===== config.mk =====
export PLATFORM = sky130hd
export DESIGN_NAME = ivm_vector_map
export DESIGN_NICKNAME = d
export VERILOG_FILES = /design/src/hdl/ivm_pkg.sv /design/src/hdl/ivm_vector_map.sv
export SDC_FILE = /design/constraint.sdc
export NUM_CORES = 1
export LEC_CHECK = 0
export BUFFER_PORTS_ARGS = -buffer_cell sky130_fd_sc_hd__buf_2
export CAP_MARGIN = 20
export CORE_UTILIZATION = 56
export DETAILED_ROUTE_END_ITERATION = 6
export PLACE_DENSITY = 0.91
export SLEW_MARGIN = 10
export SYNTH_ARGS = -nofsm -noshare
export SYNTH_HDL_FRONTEND = slang
export SYNTH_SLANG_ARGS = --single-unit
export TNS_END_PERCENT = 100

===== constraint.sdc =====
create_clock -name hclk -period 4.95 [get_ports hclk]
set_input_delay 0.7425 -clock hclk [delete_from_list [all_inputs] [get_ports hclk]]
set_output_delay 0.7425 -clock hclk [all_outputs]
set_load 0.02 [all_outputs]

===== src/hdl/ivm_pkg.sv =====
// constants and carrier types for the interrupt vector mapping block
package ivm_pkg;

  // register byte offsets
  localparam logic [7:0] CTRL_OFS = 8'h00;
  localparam logic [7:0] FLAG_OFS = 8'h04;
  localparam logic [7:0] EN_OFS = 8'h08;
  localparam logic [7:0] PEND_OFS = 8'h0C;
  localparam logic [7:0] STAT_OFS = 8'h10;
  localparam logic [7:0] SWSET_OFS = 8'h14;

  // control fields
  localparam int CTRL_GIE_BIT = 0;
  localparam int CTRL_SPLIT_BIT = 1;
  localparam logic [1:0] CTRL_RST = 2'h0;
  localparam logic [31:0] EN_RST = 32'h0000_0000;
  localparam logic [31:0] FLAG_RST = 32'h0000_0000;

  // status fields
  localparam int STAT_VEC_LSB = 0;
  localparam int STAT_REQ_BIT = 8;
  localparam int STAT_NMI_BIT = 9;

  // vector numbers, equal to their word addresses
  localparam logic [4:0] VEC_RESET = 5'h00;
  localparam logic [4:0] VEC_NMI = 5'h01;
  localparam logic [4:0] VEC_SUPPLY = 5'h02;
  localparam logic [4:0] VEC_RTC_COUNT_IRQ = 5'h03;
  localparam logic [4:0] VEC_RTC_PERIODIC_IRQ = 5'h04;
  localparam logic [4:0] VEC_CUSTOM = 5'h05;
  localparam logic [4:0] VEC_PORT_A = 5'h06;
  localparam logic [4:0] VEC_PORT_B = 5'h07;
  localparam logic [4:0] VEC_TA_OVF = 5'h08;
  localparam logic [4:0] VEC_TA_HUNF = 5'h09;
  localparam logic [4:0] VEC_TA_CMP0 = 5'h0A;
  localparam logic [4:0] VEC_TA_CMP1 = 5'h0B;
  localparam logic [4:0] VEC_TA_CMP2 = 5'h0C;
  localparam logic [4:0] VEC_TB0 = 5'h0D;
  localparam logic [4:0] VEC_TWI_CLIENT = 5'h0E;
  localparam logic [4:0] VEC_TWI_HOST = 5'h0F;
  localparam logic [4:0] VEC_SPI = 5'h10;
  localparam logic [4:0] VEC_SER0 = 5'h11;
  localparam logic [4:0] VEC_CMP = 5'h14;
  localparam logic [4:0] VEC_CONV_ERR = 5'h15;
  localparam logic [4:0] VEC_CONV_RES = 5'h16;
  localparam logic [4:0] VEC_CONV_SMP = 5'h17;
  localparam logic [4:0] VEC_PORT_C = 5'h18;
  localparam logic [4:0] VEC_TB1 = 5'h19;
  localparam logic [4:0] VEC_SER1 = 5'h1A;
  localparam logic [4:0] VEC_NVM = 5'h1D;
  localparam logic [4:0] VEC_LAST = 5'h1D;

  // offsets inside a serial transceiver's group of three
  localparam logic [4:0] SER_RX_OFS = 5'h00;
  localparam logic [4:0] SER_DRE_OFS = 5'h01;
  localparam logic [4:0] SER_TX_OFS = 5'h02;

  // vectors that can ever carry a request (1 to 29)
  localparam logic [31:0] VEC_LIVE = 32'h3FFF_FFFE;

  // AHB encodings
  localparam logic [2:0] HSIZE_WORD = 3'h2;
  localparam logic HRESP_OKAY = 1'h0;

  // peripheral event pulses, one cycle each, same clock
  typedef struct packed {
    logic memory_integrity_scan;
    logic supply_level_monitor_irq;
    logic rtc_count_irq;
    logic rtc_periodic_irq;
    logic custom_logic_irq;
    logic port_a_irq;
    logic port_b_irq;
    logic port_c_irq;
    logic timer_a_overflow_irq;
    logic timer_a_low_underflow_irq;
    logic timer_a_high_underflow_irq;
    logic timer_a_compare0_irq;
    logic timer_a_compare1_irq;
    logic timer_a_compare2_irq;
    logic timer_b_first_capture_irq;
    logic timer_b_second_capture_irq;
    logic two_wire_client_irq;
    logic two_wire_host_irq;
    logic spi_irq;
    logic serial0_rx_done_irq;
    logic serial0_tx_empty_irq;
    logic serial0_tx_done_irq;
    logic serial1_rx_done_irq;
    logic serial1_tx_empty_irq;
    logic serial1_tx_done_irq;
    logic comparator_irq;
    logic converter_error_irq;
    logic converter_result_irq;
    logic converter_sample_irq;
    logic nonvolatile_ready_irq;
  } ivm_events_s;

  // request presented to the core
  typedef struct packed {
    logic irq_req;
    logic nmi_req;
    logic [4:0] vector;
  } ivm_core_s;

endpackage


===== src/hdl/ivm_vector_map.sv =====
// interrupt flags, enables and vector selection behind an AHB-Lite slave
// Notes on behaviour
// - every vector is fed by at most one peripheral; several sources may share it
// - a flag sets on its event even while its enable is clear
// - each vector has its own software-written enable bit; the sources sharing vector 8 share it
// - a source requests only while its flag and enable are both set
// - a raised request stays up until its flag is cleared
// - no maskable request reaches the core without the global enable; the non-maskable one ignores it
// - vector 0 is reset entry; vector 1 is the scan's non-maskable interrupt
// - vector 2 carries the supply level monitor
// - vector 3 carries the real-time counter overflow or compare
// - vector 4 carries the real-time counter periodic interrupt
// - vector 5 carries the custom logic interrupt
// - port pin interrupts use vectors 0x06, 0x07 and 0x18
// - vector 8 is timer A overflow, or low underflow in split mode
// - vector 9 is unused normally, timer A high underflow in split mode
// - timer A compare channels 0 to 2 use vectors 0x0A to 0x0C
// - timer B captures use vectors 0x0D and 0x19
// - two-wire client on 0x0E, host on 0x0F
// - serial peripheral interface uses vector 0x10
// - each transceiver: receive, data empty, transmit; from 0x11 and 0x1A
// - analog comparator uses vector 0x14
// - converter error, result, sample use 0x15, 0x16, 0x17
// - nonvolatile controller ready uses 0x1D, the last vector
//
// Our own choices: register access over AHB-Lite and the placing of the registers.
`timescale 1ns/100ps

module ivm_vector_map (
  // clock and reset
  input wire logic hclk,
  input wire logic hresetn,
  // ahb-lite slave
  input wire logic hsel,
  input wire logic [31:0] haddr,
  input wire logic [1:0] htrans,
  input wire logic hwrite,
  input wire logic [2:0] hsize,
  input wire logic [31:0] hwdata,
  input wire logic hready,
  output logic hreadyout,
  output logic hresp,
  output logic [31:0] hrdata,
  // peripheral events
  input wire ivm_pkg::ivm_events_s events,
  // core request
  output ivm_pkg::ivm_core_s core
);

  logic [31:0] ev_vec;
  logic [31:0] live_mask;
  logic [31:0] flag_reg;
  logic [31:0] flag_next;
  logic [31:0] en_reg;
  logic [31:0] pend;
  logic [31:0] wclr;
  logic [31:0] wset;
  logic [1:0] ctrl_reg;
  logic gie;
  logic split;
  logic acc_en;
  logic wr_pend_reg;
  logic [7:0] wr_addr_reg;
  logic [31:0] rd_next;
  logic [4:0] vec_sel;
  logic any_sel;
  ivm_pkg::ivm_core_s core_next;

  assign gie = ctrl_reg[ivm_pkg::CTRL_GIE_BIT];
  assign split = ctrl_reg[ivm_pkg::CTRL_SPLIT_BIT];

  // event routing onto vector positions
  always_comb begin
    ev_vec = 32'h0000_0000;
    ev_vec[ivm_pkg::VEC_NMI] = events.memory_integrity_scan;
    ev_vec[ivm_pkg::VEC_SUPPLY] = events.supply_level_monitor_irq;
    ev_vec[ivm_pkg::VEC_RTC_COUNT_IRQ] = events.rtc_count_irq;
    ev_vec[ivm_pkg::VEC_RTC_PERIODIC_IRQ] = events.rtc_periodic_irq;
    ev_vec[ivm_pkg::VEC_CUSTOM] = events.custom_logic_irq;
    ev_vec[ivm_pkg::VEC_PORT_A] = events.port_a_irq;
    ev_vec[ivm_pkg::VEC_PORT_B] = events.port_b_irq;
    ev_vec[ivm_pkg::VEC_PORT_C] = events.port_c_irq;
    if (split) begin
      ev_vec[ivm_pkg::VEC_TA_OVF] = events.timer_a_low_underflow_irq;
      ev_vec[ivm_pkg::VEC_TA_HUNF] = events.timer_a_high_underflow_irq;
    end else begin
      ev_vec[ivm_pkg::VEC_TA_OVF] = events.timer_a_overflow_irq;
    end
    ev_vec[ivm_pkg::VEC_TA_CMP0] = events.timer_a_compare0_irq;
    ev_vec[ivm_pkg::VEC_TA_CMP1] = events.timer_a_compare1_irq;
    ev_vec[ivm_pkg::VEC_TA_CMP2] = events.timer_a_compare2_irq;
    ev_vec[ivm_pkg::VEC_TB0] = events.timer_b_first_capture_irq;
    ev_vec[ivm_pkg::VEC_TB1] = events.timer_b_second_capture_irq;
    ev_vec[ivm_pkg::VEC_TWI_CLIENT] = events.two_wire_client_irq;
    ev_vec[ivm_pkg::VEC_TWI_HOST] = events.two_wire_host_irq;
    ev_vec[ivm_pkg::VEC_SPI] = events.spi_irq;
    ev_vec[ivm_pkg::VEC_SER0 + ivm_pkg::SER_RX_OFS] =
      events.serial0_rx_done_irq;
    ev_vec[ivm_pkg::VEC_SER0 + ivm_pkg::SER_DRE_OFS] =
      events.serial0_tx_empty_irq;
    ev_vec[ivm_pkg::VEC_SER0 + ivm_pkg::SER_TX_OFS] =
      events.serial0_tx_done_irq;
    ev_vec[ivm_pkg::VEC_SER1 + ivm_pkg::SER_RX_OFS] =
      events.serial1_rx_done_irq;
    ev_vec[ivm_pkg::VEC_SER1 + ivm_pkg::SER_DRE_OFS] =
      events.serial1_tx_empty_irq;
    ev_vec[ivm_pkg::VEC_SER1 + ivm_pkg::SER_TX_OFS] =
      events.serial1_tx_done_irq;
    ev_vec[ivm_pkg::VEC_CMP] = events.comparator_irq;
    ev_vec[ivm_pkg::VEC_CONV_ERR] = events.converter_error_irq;
    ev_vec[ivm_pkg::VEC_CONV_RES] = events.converter_result_irq;
    ev_vec[ivm_pkg::VEC_CONV_SMP] = events.converter_sample_irq;
    ev_vec[ivm_pkg::VEC_NVM] = events.nonvolatile_ready_irq;
  end

  // vector 9 carries nothing outside split mode, vector 0 never requests
  always_comb begin
    live_mask = ivm_pkg::VEC_LIVE;
    live_mask[ivm_pkg::VEC_RESET] = 1'b0;
    live_mask[ivm_pkg::VEC_TA_HUNF] = split;
  end

  // bus address phase
  assign acc_en = hsel & htrans[1] & hready;
  assign hreadyout = 1'b1;
  assign hresp = ivm_pkg::HRESP_OKAY;

  always_ff @(posedge hclk or negedge hresetn) begin
    if (!hresetn) begin
      wr_pend_reg <= 1'b0;
      wr_addr_reg <= 8'h00;
    end else begin
      wr_pend_reg <= acc_en & hwrite & (hsize == ivm_pkg::HSIZE_WORD);
      wr_addr_reg <= haddr[7:0];
    end
  end

  // data phase write strobes
  always_comb begin
    wclr = 32'h0000_0000;
    wset = 32'h0000_0000;
    if (wr_pend_reg && wr_addr_reg == ivm_pkg::FLAG_OFS) begin
      wclr = hwdata;
    end
    if (wr_pend_reg && wr_addr_reg == ivm_pkg::SWSET_OFS) begin
      wset = hwdata;
    end
  end

  // control register
  always_ff @(posedge hclk or negedge hresetn) begin
    if (!hresetn) begin
      ctrl_reg <= ivm_pkg::CTRL_RST;
    end else if (wr_pend_reg && wr_addr_reg == ivm_pkg::CTRL_OFS) begin
      ctrl_reg <= hwdata[1:0];
    end
  end

  // per-source enables
  always_ff @(posedge hclk or negedge hresetn) begin
    if (!hresetn) begin
      en_reg <= ivm_pkg::EN_RST;
    end else if (wr_pend_reg && wr_addr_reg == ivm_pkg::EN_OFS) begin
      en_reg <= hwdata & ivm_pkg::VEC_LIVE;
    end
  end

  // per-vector flags: event sets regardless of enable, set beats clear
  genvar gi;
  generate
    for (gi = 0; gi < 32; gi = gi + 1) begin : g_flag
      always_comb begin
        if (!live_mask[gi]) begin
          flag_next[gi] = 1'b0;
        end else if (ev_vec[gi] || wset[gi]) begin
          flag_next[gi] = 1'b1;
        end else if (wclr[gi]) begin
          flag_next[gi] = 1'b0;
        end else begin
          flag_next[gi] = flag_reg[gi];
        end
      end
    end
  endgenerate

  always_ff @(posedge hclk or negedge hresetn) begin
    if (!hresetn) begin
      flag_reg <= ivm_pkg::FLAG_RST;
    end else begin
      flag_reg <= flag_next;
    end
  end

  // pending sources: flag and enable both set, held while flag stays
  assign pend = flag_reg & en_reg & live_mask;

  // lowest-numbered maskable vector wins
  always_comb begin
    vec_sel = ivm_pkg::VEC_RESET;
    any_sel = 1'b0;
    for (int i = 31; i > 1; i--) begin
      if (pend[i]) begin
        vec_sel = 5'(i);
        any_sel = 1'b1;
      end
    end
  end

  // core request, non-maskable ahead of the rest
  always_comb begin
    core_next.nmi_req = pend[ivm_pkg::VEC_NMI];
    core_next.irq_req = gie & any_sel;
    if (core_next.nmi_req) begin
      core_next.vector = ivm_pkg::VEC_NMI;
    end else if (core_next.irq_req) begin
      core_next.vector = vec_sel;
    end else begin
      core_next.vector = ivm_pkg::VEC_RESET;
    end
  end

  always_ff @(posedge hclk or negedge hresetn) begin
    if (!hresetn) begin
      core <= '0;
    end else begin
      core <= core_next;
    end
  end

  // read data prepared in address phase, stands in data phase
  always_comb begin
    rd_next = 32'h0000_0000;
    case (haddr[7:0])
      ivm_pkg::CTRL_OFS: rd_next[1:0] = ctrl_reg;
      ivm_pkg::FLAG_OFS: rd_next = flag_reg;
      ivm_pkg::EN_OFS: rd_next = en_reg;
      ivm_pkg::PEND_OFS: rd_next = pend;
      ivm_pkg::STAT_OFS: begin
        rd_next[ivm_pkg::STAT_VEC_LSB +: 5] = core.vector;
        rd_next[ivm_pkg::STAT_REQ_BIT] = core.irq_req;
        rd_next[ivm_pkg::STAT_NMI_BIT] = core.nmi_req;
      end
      default: rd_next = 32'h0000_0000;
    endcase
  end

  always_ff @(posedge hclk or negedge hresetn) begin
    if (!hresetn) begin
      hrdata <= 32'h0000_0000;
    end else if (acc_en && !hwrite) begin
      hrdata <= rd_next;
    end
  end

endmodule


After elaboration in Yosys (flattened, before gate mapping)
Index checks and enable logic that the tools add are counted.
{ "word_totals": {"reg_bits": 108, "inputBits": 104, "word_cells": 248, "out_inout_bits": 41} }
{ "op_classes": {"bitwise": 7, "mux": 130, "eq_ne": 9, "n_reduce_logical": 65} }
{ "op_table": {"columns": ["cell", "count"], "rows": [
  ["two-way mux 5 bit", 32],
  ["two-way mux 1 bit", 91],
  ["bitwise AND 30 bit", 2],
  ["two-way mux 30 bit", 2],
  ["case mux 20 bit (3 select lines)", 1],
  ["nonzero test 2 bit", 28],
  ["logical OR 1 bit", 29],
  ["equality test 8 x 4 -> 1 bit (second input constant)", 3],
  ["equality test 8 x 3 -> 1 bit (second input constant)", 2],
  ["equality test 8 x 5 -> 1 bit (second input constant)", 2],
  ["logical NOT 8 bit", 2],
  ["case mux 3 bit (4 select lines)", 1],
  ["case mux 2 bit (5 select lines)", 1],
  ["case mux 3 bit (3 select lines)", 1],
  ["case mux 2 bit (4 select lines)", 1],
  ["bitwise AND 1 bit", 5],
  ["logical AND 1 bit", 5],
  ["equality test 3 x 2 -> 1 bit (second input constant)", 1],
  ["inequality test 3 x 2 -> 1 bit (second input constant)", 1],
  ["logical NOT 1 bit", 1]
]} }

Logic depth before layout (Yosys ltp)
Gate-level depths: netlist of run 1.
{ "logic_depth": {"word_depth": 33, "depth_mapped": 7, "depth_no_buf": 6} }

Worst setup path after synthesis of run 1
No wires, ideal clock.
{ "synth_timing": {"path_kind": "input-to-reg", "startpoint": "input hready", "endpoint": "register hrdata[20]", "path_slack_ns": 2.849, "cell_stages": 6, "t_arrival_ns": 2.018, "path_buffers": 2, "setup_ns": 0.083, "t_required_ns": 4.867, "path_cell_list": "nand3_1 > or2_0 > clkbuf_1 > or4_4 > clkbuf_1 > o21ai_0"} }
{ "synth_via": {"elab_chain_len": 2} }
{ "synth_lines": {"columns": ["item", "line", "rtl"], "rows": [
  ["start, declared", "ivm_vector_map.sv:40", "input wire logic hready,"],
  ["bitwise AND 1 bit", "ivm_vector_map.sv:124", "assign acc_en = hsel & htrans[1] & hready;"],
  ["logical AND 1 bit", "ivm_vector_map.sv:250", "end else if (acc_en && !hwrite) begin"],
  ["end signal, assigned", "ivm_vector_map.sv:251", "hrdata <= rd_next;"],
  ["end, declared", "ivm_vector_map.sv:43", "output logic [31:0] hrdata,"]
]} }
No other way between the ends.
A chain may end at the register's enable or synchronous reset.

Worst setup path after layout of run 1
{ "layout_timing": {"startpoint": "input haddr[2]", "endpoint": "register hrdata[9]"} }
{ "layout_via": {"elab_chain_len": 2, "word_cells_on_any_way": 5, "cone_classes": "4 x eq/ne; 1 x mux"} }
{ "layout_lines": {"columns": ["item", "line", "rtl"], "rows": [
  ["start, declared", "ivm_vector_map.sv:35", "input wire logic [31:0] haddr,"],
  ["equality test 8 x 5 -> 1 bit, or another cell as far along", "ivm_vector_map.sv:233", "case (haddr[7:0])"],
  ["case mux 2 bit (4 select lines) (*)", "ivm_vector_map.sv:233", null]
]} }
Every way passes the cells marked *; elsewhere a longest branch is shown, timed or not.

==> flow_summary_export.csv, run 1 <==
group,metric,value,unit
layout,largest_reg_flops,30,
synthesis,synth_top_cell_by_area,"dfrtp_1",
clock_tree,cts_buffer_depth,2,
synthesis,synth.most_common_cell,"dfrtp_1",
clock_tree,cts_resized,0,
pwr,powerDensity,281,nW/um^2
pwr,p_sw_frac,0.233,
synthesis,ys.flop_type,"dfrtp_1",
critical_path,cp-start-kind,"primary input",
critical_path,crit_arrival,2.74,ns
die,rows,33,
synthesis,syn_area,4900,sq um
sta,final_hold_viol_count,0,
pwr,ir_drop,161,uV
drt,drc,0,
clock_tree,clk_pin_slew,0.09,ns
synthesis,yosys-top-cells-area,"dfrtp_1, mux2_2, a311o_1, nand2_1, a21boi_0",
global_routing,grt_max_degree,63,
global_routing,grt.total_usage,0.279,
critical_path,worstSetupPathType,"in2reg",
global_routing,grt-ovfl-total,0,
drt,drt_iter0_drc,281,
pwr,p_int,1.23,mW
layout,syn_to_final_growth,16.5,%
drt,viasPerCell,6.30,
pwr,clockPowerShare,0.353,
run_status,status,"finished clean",
global_routing,grt_pass1_wl,19.1,mm
pwr,comb_power_share,0.085,
sta,slew_headroom,0.420,
critical_path,end_kind,"flop",
layout,num_antenna_cells,0,
synthesis,avgSynthCellArea,11.1,sq um
global_routing,grt_antenna_before_repair,0,
clock_tree,root_buffer,"clkbuf_8",
layout,fin_nets,649,
synthesis,seq_area_frac_synth,0.541,
clock_tree,cts_made_buffers,9,
die,die_w,95.5,um
sta,setup_tns,0,ns
sta,hold_ws,0.453,ns
synthesis,syn_inst,442,
clock_tree,cts_setup_buffers,0,
synthesis,synthDistinctLibCells,48,
sta,fin_ws,2.49,ns
critical_path,crit_start,"haddr[2]",
layout,drive_gt1_frac,0.305,
synthesis,ys_top_cells_by_count,"dfrtp_1, nand2_1, mux2_2",
die,core,8340,sq um
pwr,leakage,2.54,nW
critical_path,r2r_start,"wr_addr_reg[0]",
placed_design,gp_congestion,0.906,
die,fp.dieArea,9130,sq um
synthesis,ys_seq_elements,106,
sta,grt_setup_unrepaired,"false",
sta,tightestPinTransition,0.865,ns
critical_path,path_max_fanout,27,
drt,vias,4115,
layout,fin_util,0.685,
pwr,pwr-share-seq,0.562,
drt,wl_per_cell,18.4,um
drt,ant_nets,0,
sta,finalCritPeriodShare,0.497,
die,io_pins,145,
critical_path,worstPathRequired,5.23,ns
clock_tree,ctsHoldBuffers,0,
drt,drt-pass1-iter-count,6,
run,drv_cap,0,
clock_tree,clock_latency,0.36,ns
synthesis,ys_warn_count,0,
layout,stdcell_count,653,
clock_tree,cts_tree,"done",
pwr,p_sw,374,uW
drt,drt-total-wl,12.0,mm
clock_tree,cts.sinks,106,
die,die-height,95.5,um
placed_design,hpwl,8.26,mm
hold_path,hold_path_class,"in2async",
placed_design,portBuffers,113,
placed_design,placed_cells,638,
synthesis,synth-edff-count,0,
sta,clock_skew,0.0115,ns
sta,clock.fmax,407,MHz
die,start_util,0.587,
synthesis,synthArstFlopShare,1.00,
layout,nFillCells,645,
sta,setup_viol,0,
sta,slew_viol_final,0,
sta,fin_crit,2.46,ns
synthesis,synth_top_area_frac,0.541,
global_routing,first_global_vias,4015,
placed_design,post-place-ws,2.26,ns
clock_tree,htree_levels,3,
==> metrics by stage <==
step | total power [mW] | instance area (sq um)
after CTS | 1.61 | 5700
final | 1.61 | 5710
after floorplan | 0.980 | 4910
after global routing | 1.66 | 5710
after global placement | 1.05 | 5490
after detailed placement | 1.05 | 5490
==> worst paths after layout <==
check                      slack [ns]           end  cells past startpoint
min in group hclk                0.48     hrdata[5]                      2
setup reg to reg                 2.69  flag_reg[17]                      5
setup / recovery                 2.49     hrdata[9]                      6
hold reg to reg                  0.48     hrdata[5]                      2
hold / removal                   0.45   wr_pend_reg                      1
max in group asynchronous        3.42  flag_reg[13]                      2
==> per-layer routing <==
metal,GRT usage,up-vias,wire (um)
li1,-,1888,-
met1,0.354,1989,4840
met2,0.468,204,5950
met3,0.0582,34,901
met4,0.114,0,300
met5,0,-,0
==> cell type report <==
class,count,area [sq um],area share
clock inverters,3,65.1,0.0114
repair buffers,118,613,0.107
flip-flops and latches,106,2650,0.465
well taps,105,131,0.0230
inverters,5,18.8,0.00329
multi-input cells,305,2090,0.366
clock buffers,11,141,0.0248
==> cell families (layout without fill, tap and decap cells) <==
logic type             after synthesis  after routing  share of synthesized area
other                                2              4                    0.00153
buffers and inverters               33            137                     0.0340
flip-flops                         106            106                      0.541
XOR/XNOR                             1              1                    0.00179
AO/OA/AOI/OAI                      158            158                      0.239
AND/OR/NAND/NOR                    109            109                      0.108
multiplexers                        33             33                     0.0753
==> critical path, cell delays in order <==
cell and delay (ns):
buf_2 0.18, clkinv_1 0.71, nor2_1 0.58, a22o_1 0.23, a22oi_1 0.09, o21ai_0 0.19
==> placed cells by master, fill, tap and decap left out, types with 3 or more instances in the layout <==
master	count
and2_1	3
buf_4	5
a21oi_1	3
mux2_2	31
a22oi_1	12
o21ai_1	6
buf_2	112
inv_1	3
o22ai_1	24
a32oi_1	6
nand2b_1	5
and3_1	3
nor2_1	10
clkbuf_8	10
conb_1	4
a31oi_1	3
nor3_1	5
nand2_1	58
dfrtp_1	106
a21boi_0	27
a22o_1	8
a32o_1	3
o2111ai_1	3
o21ai_0	27
a311o_1	27
nand3_1	11
==> power groups by stage <==
stage                     sequential (mW)  clock (mW)  combinational (mW)
final                               0.902       0.567               0.137
after detailed placement            0.921           0               0.132
after CTS                           0.904       0.570               0.134
after global placement              0.919           0               0.128
after global routing                0.905       0.607               0.153
after floorplan                     0.917           0              0.0626
(Power assumes the default switching activity.)
==> run 2: changes to the inputs <==
Settings changed: CORE_UTILIZATION 56 to 52, PLACE_DENSITY 0.91 to 0.85.
Clock period 4.95 ns to 2.45 ns, I/O delays scaled along.
==> flow_summary_export.csv, run 2 (synthesized netlist as in run 1, its figures left out) <==
group,metric,value,unit
sta,final_hold_viol_count,0,
critical_path,worstPathRequired,2.69,ns
global_routing,grt_max_degree,58,
drt,drt_iter0_drc,195,
clock_tree,cts_buffer_depth,2,
die,die-height,99.1,um
layout,stdcell_count,666,
global_routing,first_global_vias,4053,
layout,syn_to_final_growth,18.2,%
sta,setup_viol,0,
sta,fin_ws,0.403,ns
sta,slew_viol_final,0,
die,rows,35,
critical_path,crit_path_cell_trace,"or4_4, nor4_4, buf_12, a21boi_0, a311o_1",
critical_path,max_stage_delay,0.57,ns
pwr,comb_power_share,0.087,
die,die_w,99.1,um
pwr,leakage,2.57,nW
pwr,p_sw,810,uW
clock_tree,cts_made_buffers,9,
clock_tree,root_buffer,"clkbuf_8",
sta,clock_skew,0.0100,ns
global_routing,grt_pass1_wl,19.6,mm
global_routing,grt-ovfl-total,0,
layout,largest_reg_flops,30,
clock_tree,clk_pin_slew,0.10,ns
placed_design,gp_congestion,0.858,
sta,slew_headroom,0.570,
global_routing,grt.total_usage,0.255,
critical_path,crit_arrival,2.29,ns
run_status,status,"finished clean",
drt,ant_nets,0,
die,start_util,0.533,
drt,vias,4114,
clock_tree,cts_tree,"done",
layout,final_common_cell,"buf_2",
pwr,p_int,2.49,mW
critical_path,crit_family,"simple AND/OR/NAND/NOR gates",
die,fp.dieArea,9810,sq um
critical_path,cp-start-kind,"flop",
pwr,ir_drop,332,uV
placed_design,portBuffers,113,
die,core,9200,sq um
pwr,finalPower,3.30,mW
critical_path,end_kind,"flop",
drt,drt-total-wl,12.1,mm
hold_path,hold_path_class,"in2reg",
clock_tree,cts.sinks,106,
clock_tree,cts_setup_buffers,0,
placed_design,post-place-ws,0.422,ns
sta,finalCritPeriodShare,0.836,
clock_tree,cts_resized,0,
sta,tightestPinTransition,0.640,ns
layout,fin_util,0.630,
clock_tree,clock_latency,0.36,ns
layout,drive_gt1_frac,0.312,
global_routing,grt_antenna_before_repair,0,
sta,setup_tns,0,ns
layout,final_cell_area,5790,sq um
sta,hold_ws,0.119,ns
sta,clock.fmax,488,MHz
pwr,powerDensity,569,nW/um^2
clock_tree,ctsHoldBuffers,1,
placed_design,placed_cells,648,
sta,grt_setup_unrepaired,"false",
critical_path,worstSetupPathType,"reg2reg",
drt,drc,0,
drt,drt-pass1-iter-count,5,
pwr,p_sw_frac,0.246,
pwr,pwr-share-seq,0.552,
layout,final_cell_mix,"buf_2, dfrtp_1, nand2_1, mux2_2",
clock_tree,htree_levels,3,
drt,viasPerCell,6.18,
placed_design,hpwl,8.53,mm
critical_path,cp.buffers_inverters,1,
die,io_pins,145,
run,drv_cap,0,
critical_path,path_max_fanout,57,
critical_path,slowest_stage,"or4_4",
drt,wl_per_cell,18.2,um
layout,fin_nets,653,
placed_design,placed_cell_area,5550,sq um
sta,fin_crit,2.05,ns
pwr,clockPowerShare,0.361,
## run 2: worst reg2reg max path: stages, from the launching register on
cell and delay, ns:
dfrtp_1 0.38, or4_4 0.57, nor4_4 0.20, buf_12 0.29, a21boi_0 0.15, a311o_1 0.34
## run 2: final cells by class
cell class	instances	area, sq um
fill	753	3410
clock buffer	9	124
timing repair buffer	122	663
inverter	5	18.8
antenna	1	2.50
multi-input combinational	305	2090
clock inverter	7	101
sequential	106	2650
tap	111	139
## run 2: layer usage
layer | share of wire | GRT usage | up-vias | wire (um)
li1 | - | - | 1890 | -
met1 | 0.42 | 0.342 | 2021 | 5100
met2 | 0.49 | 0.416 | 172 | 5960
met3 | 0.061 | 0.0340 | 31 | 734
met4 | 0.026 | 0.115 | 0 | 315
met5 | 0 | 0 | - | 0
## run 2: path summary, 6_finish.rpt
check                                    start             end  slack, ns  cells after the start
worst max-delay path            wr_addr_reg[0]    flag_reg[12]       0.40                      5
worst min-delay path                  haddr[1]  wr_addr_reg[1]       0.12                      1
worst max register to register  wr_addr_reg[0]    flag_reg[12]       0.40                      5
worst min register to register       hrdata[2]       hrdata[2]       0.49                      2
max in group asynchronous              hresetn      en_reg[19]       1.33                      3
min in group asynchronous              hresetn  wr_addr_reg[4]       0.44                      2
## run 2: power groups by stage
stage | Sequential, mW | Clock [mW] | Combinational [mW]
after floorplan | 1.85 | 0 | 0.127
after global placement | 1.85 | 0 | 0.277
after detailed placement | 1.85 | 0 | 0.285
after CTS | 1.82 | 1.21 | 0.287
after global routing | 1.83 | 1.27 | 0.316
final | 1.82 | 1.19 | 0.286
==> run 3: changes to the inputs <==
Settings changed: CORE_UTILIZATION 52 to 47, PLACE_DENSITY 0.85 to 0.82.
Clock period 2.45 ns to 1.85 ns, I/O delays scaled along.
==> flow_summary_export.csv, run 3 (synthesized netlist as in run 1, its figures left out) <==
group,metric,value,unit
sta,clock_skew,0.00599,ns
sta,grt_setup_unrepaired,"true",
clock_tree,cts.sinks,106,
critical_path,reg2reg_depth,5,
drt,drt-total-wl,13.0,mm
die,start_util,0.492,
clock_tree,root_buffer,"clkbuf_8",
clock_tree,cts_tree,"done",
pwr,comb_power_share,0.098,
drt,viasPerCell,5.81,
die,io_pins,145,
die,die-height,104,um
placed_design,hpwl,9.14,mm
sta,finalCritPeriodShare,1.09,
die,fp.dieArea,10800,sq um
layout,num_antenna_cells,0,
layout,largest_reg_flops,30,
layout,stdcell_count,736,
sta,fin_ws,-0.161,ns
clock_tree,ctsHoldBuffers,0,
layout,fin_util,0.626,
critical_path,worstSetupPathType,"reg2reg",
pwr,p_sw,1.06,mW
pwr,clockPowerShare,0.355,
critical_path,cp-start-kind,"flop",
global_routing,first_global_vias,4303,
global_routing,grt-ovfl-total,0,
global_routing,grt_antenna_before_repair,1,
run_status,status,"complete, but fails checks",
sta,tightestPinTransition,0.676,ns
layout,final_cell_mix,"buf_2, dfrtp_1, nand2_1, buf_4, mux2_2",
clock_tree,htree_levels,3,
critical_path,critPathCapture,"flag_reg[2]",
critical_path,path_max_fanout,25,
die,rows,36,
clock_tree,cts_made_buffers,9,
sta,final_hold_viol_count,0,
clock_tree,cts_buffer_depth,2,
layout,final_common_cell,"buf_2",
drt,drc,0,
placed_design,placed_cells,713,
pwr,pwr-share-seq,0.546,
drt,ant_nets,0,
critical_path,crit_arrival,2.27,ns
die,core,9950,sq um
clock_tree,clk_pin_slew,0.09,ns
global_routing,grt_max_degree,55,
sta,slew_headroom,0.549,
global_routing,grt_pass1_wl,21.4,mm
sta,fin_crit,2.01,ns
critical_path,r2r_start,"wr_addr_reg[0]",
layout,drive_gt1_frac,0.390,
pwr,powerDensity,706,nW/um^2
drt,vias,4273,
pwr,p_int,3.34,mW
pwr,p_sw_frac,0.241,
pwr,ir_drop,393,uV
pwr,finalPower,4.40,mW
critical_path,crit_start,"wr_addr_reg[0]",
global_routing,grt.total_usage,0.252,
run,drv_cap,0,
sta,slew_viol_final,0,
layout,nFillCells,791,
run_status,violations,"negative setup slack",
sta,setup_viol,30,
drt,drt_iter0_drc,257,
pwr,leakage,2.81,nW
drt,wl_per_cell,17.6,um
layout,syn_to_final_growth,27.2,%
hold_path,hold_path_class,"in2async",
critical_path,reg2reg_to,"flag_reg[2]",
critical_path,end_kind,"flop",
sta,clock.fmax,497,MHz
clock_tree,clock_latency,0.37,ns
layout,fin_nets,702,
placed_design,portBuffers,113,
critical_path,worstPathRequired,2.11,ns
drt,drt-pass1-iter-count,4,
placed_design,gp_congestion,0.891,
die,die_w,104,um
critical_path,worst-r2r-setup-slack,-0.16,ns
[run 3: changes by cell type in the layout (fill, tap and decap cells not counted), moves of 4 or more]
cell,previous run,this run
buf_4,7,56
a21boi_0,27,10
a21boi_1,0,17
a22oi_1,12,6
a22oi_2,0,6
clkinv_2,0,4
[run 3: how the worst min path moves through the flow]
stage | endpoint | slack (ns) | depth (start not counted)
6_report | wr_addr_reg[7] | 0.01 | 2
5_1_grt | wr_addr_reg[6] | 0.002 | 1
4_1_cts | wr_addr_reg[5] | 0.009 | 1
3_5_place_dp | wr_addr_reg[6] | 0.40 | 1
3_3_place_gp | wr_addr_reg[6] | 0.40 | 1
2_1_floorplan | core[0] | -0.02 | 0
[run 3: stage by stage]
stage	cell area, sq um	worst slack [ns]	hold slack [ns]	TNS, ns
floorplan	4910	0.0391	-0.0181	0
detailed placement	5890	-0.191	0.403	-4.69
CTS	6190	-0.164	0.00851	-4.13
finish	6230	-0.161	0.0130	-4.01
global route	6230	-0.243	0.00182	-6.54
global placement	5890	-0.139	0.400	-3.63
[run 3: cell type report]
class,count,area (sq um),share of cell area
repair buffers,171,1020,0.164
flip-flops and latches,106,2650,0.426
inverters,5,18.8,0.00301
well taps,133,166,0.0267
multi-input cells,305,2150,0.346
clock inverters,6,80.1,0.0128
clock buffers,10,138,0.0221
[run 3: power groups by stage]
stage          clock, mW  sequential (mW)  combinational (mW)
2_1_floorplan          0             2.45               0.168
3_3_place_gp           0             2.44               0.410
3_5_place_dp           0             2.45               0.421
4_1_cts             1.59             2.40               0.431
5_1_grt             1.67             2.41               0.479
6_report            1.56             2.40               0.433
[run 3: routing by layer]
layer,share of wire,up-vias,global-route usage
li1,-,1996,-
met5,0.00085,-,0
met2,0.49,177,0.410
met4,0.022,2,0.112
met3,0.065,23,0.0545
met1,0.43,2075,0.324
[run 3: repair_timing]
item,CTS,global route
buffers inserted,5,2
gates resized for setup,21,12
endpoints found under the setup margin,32,40
pin swaps,9,6
[run 3: critical path: stages (launching register included)]
cell      delay (ns)
dfrtp_1         0.39
or4_4           0.57
nor4_4          0.23
buf_6           0.28
a21boi_1        0.10
a311o_1         0.33
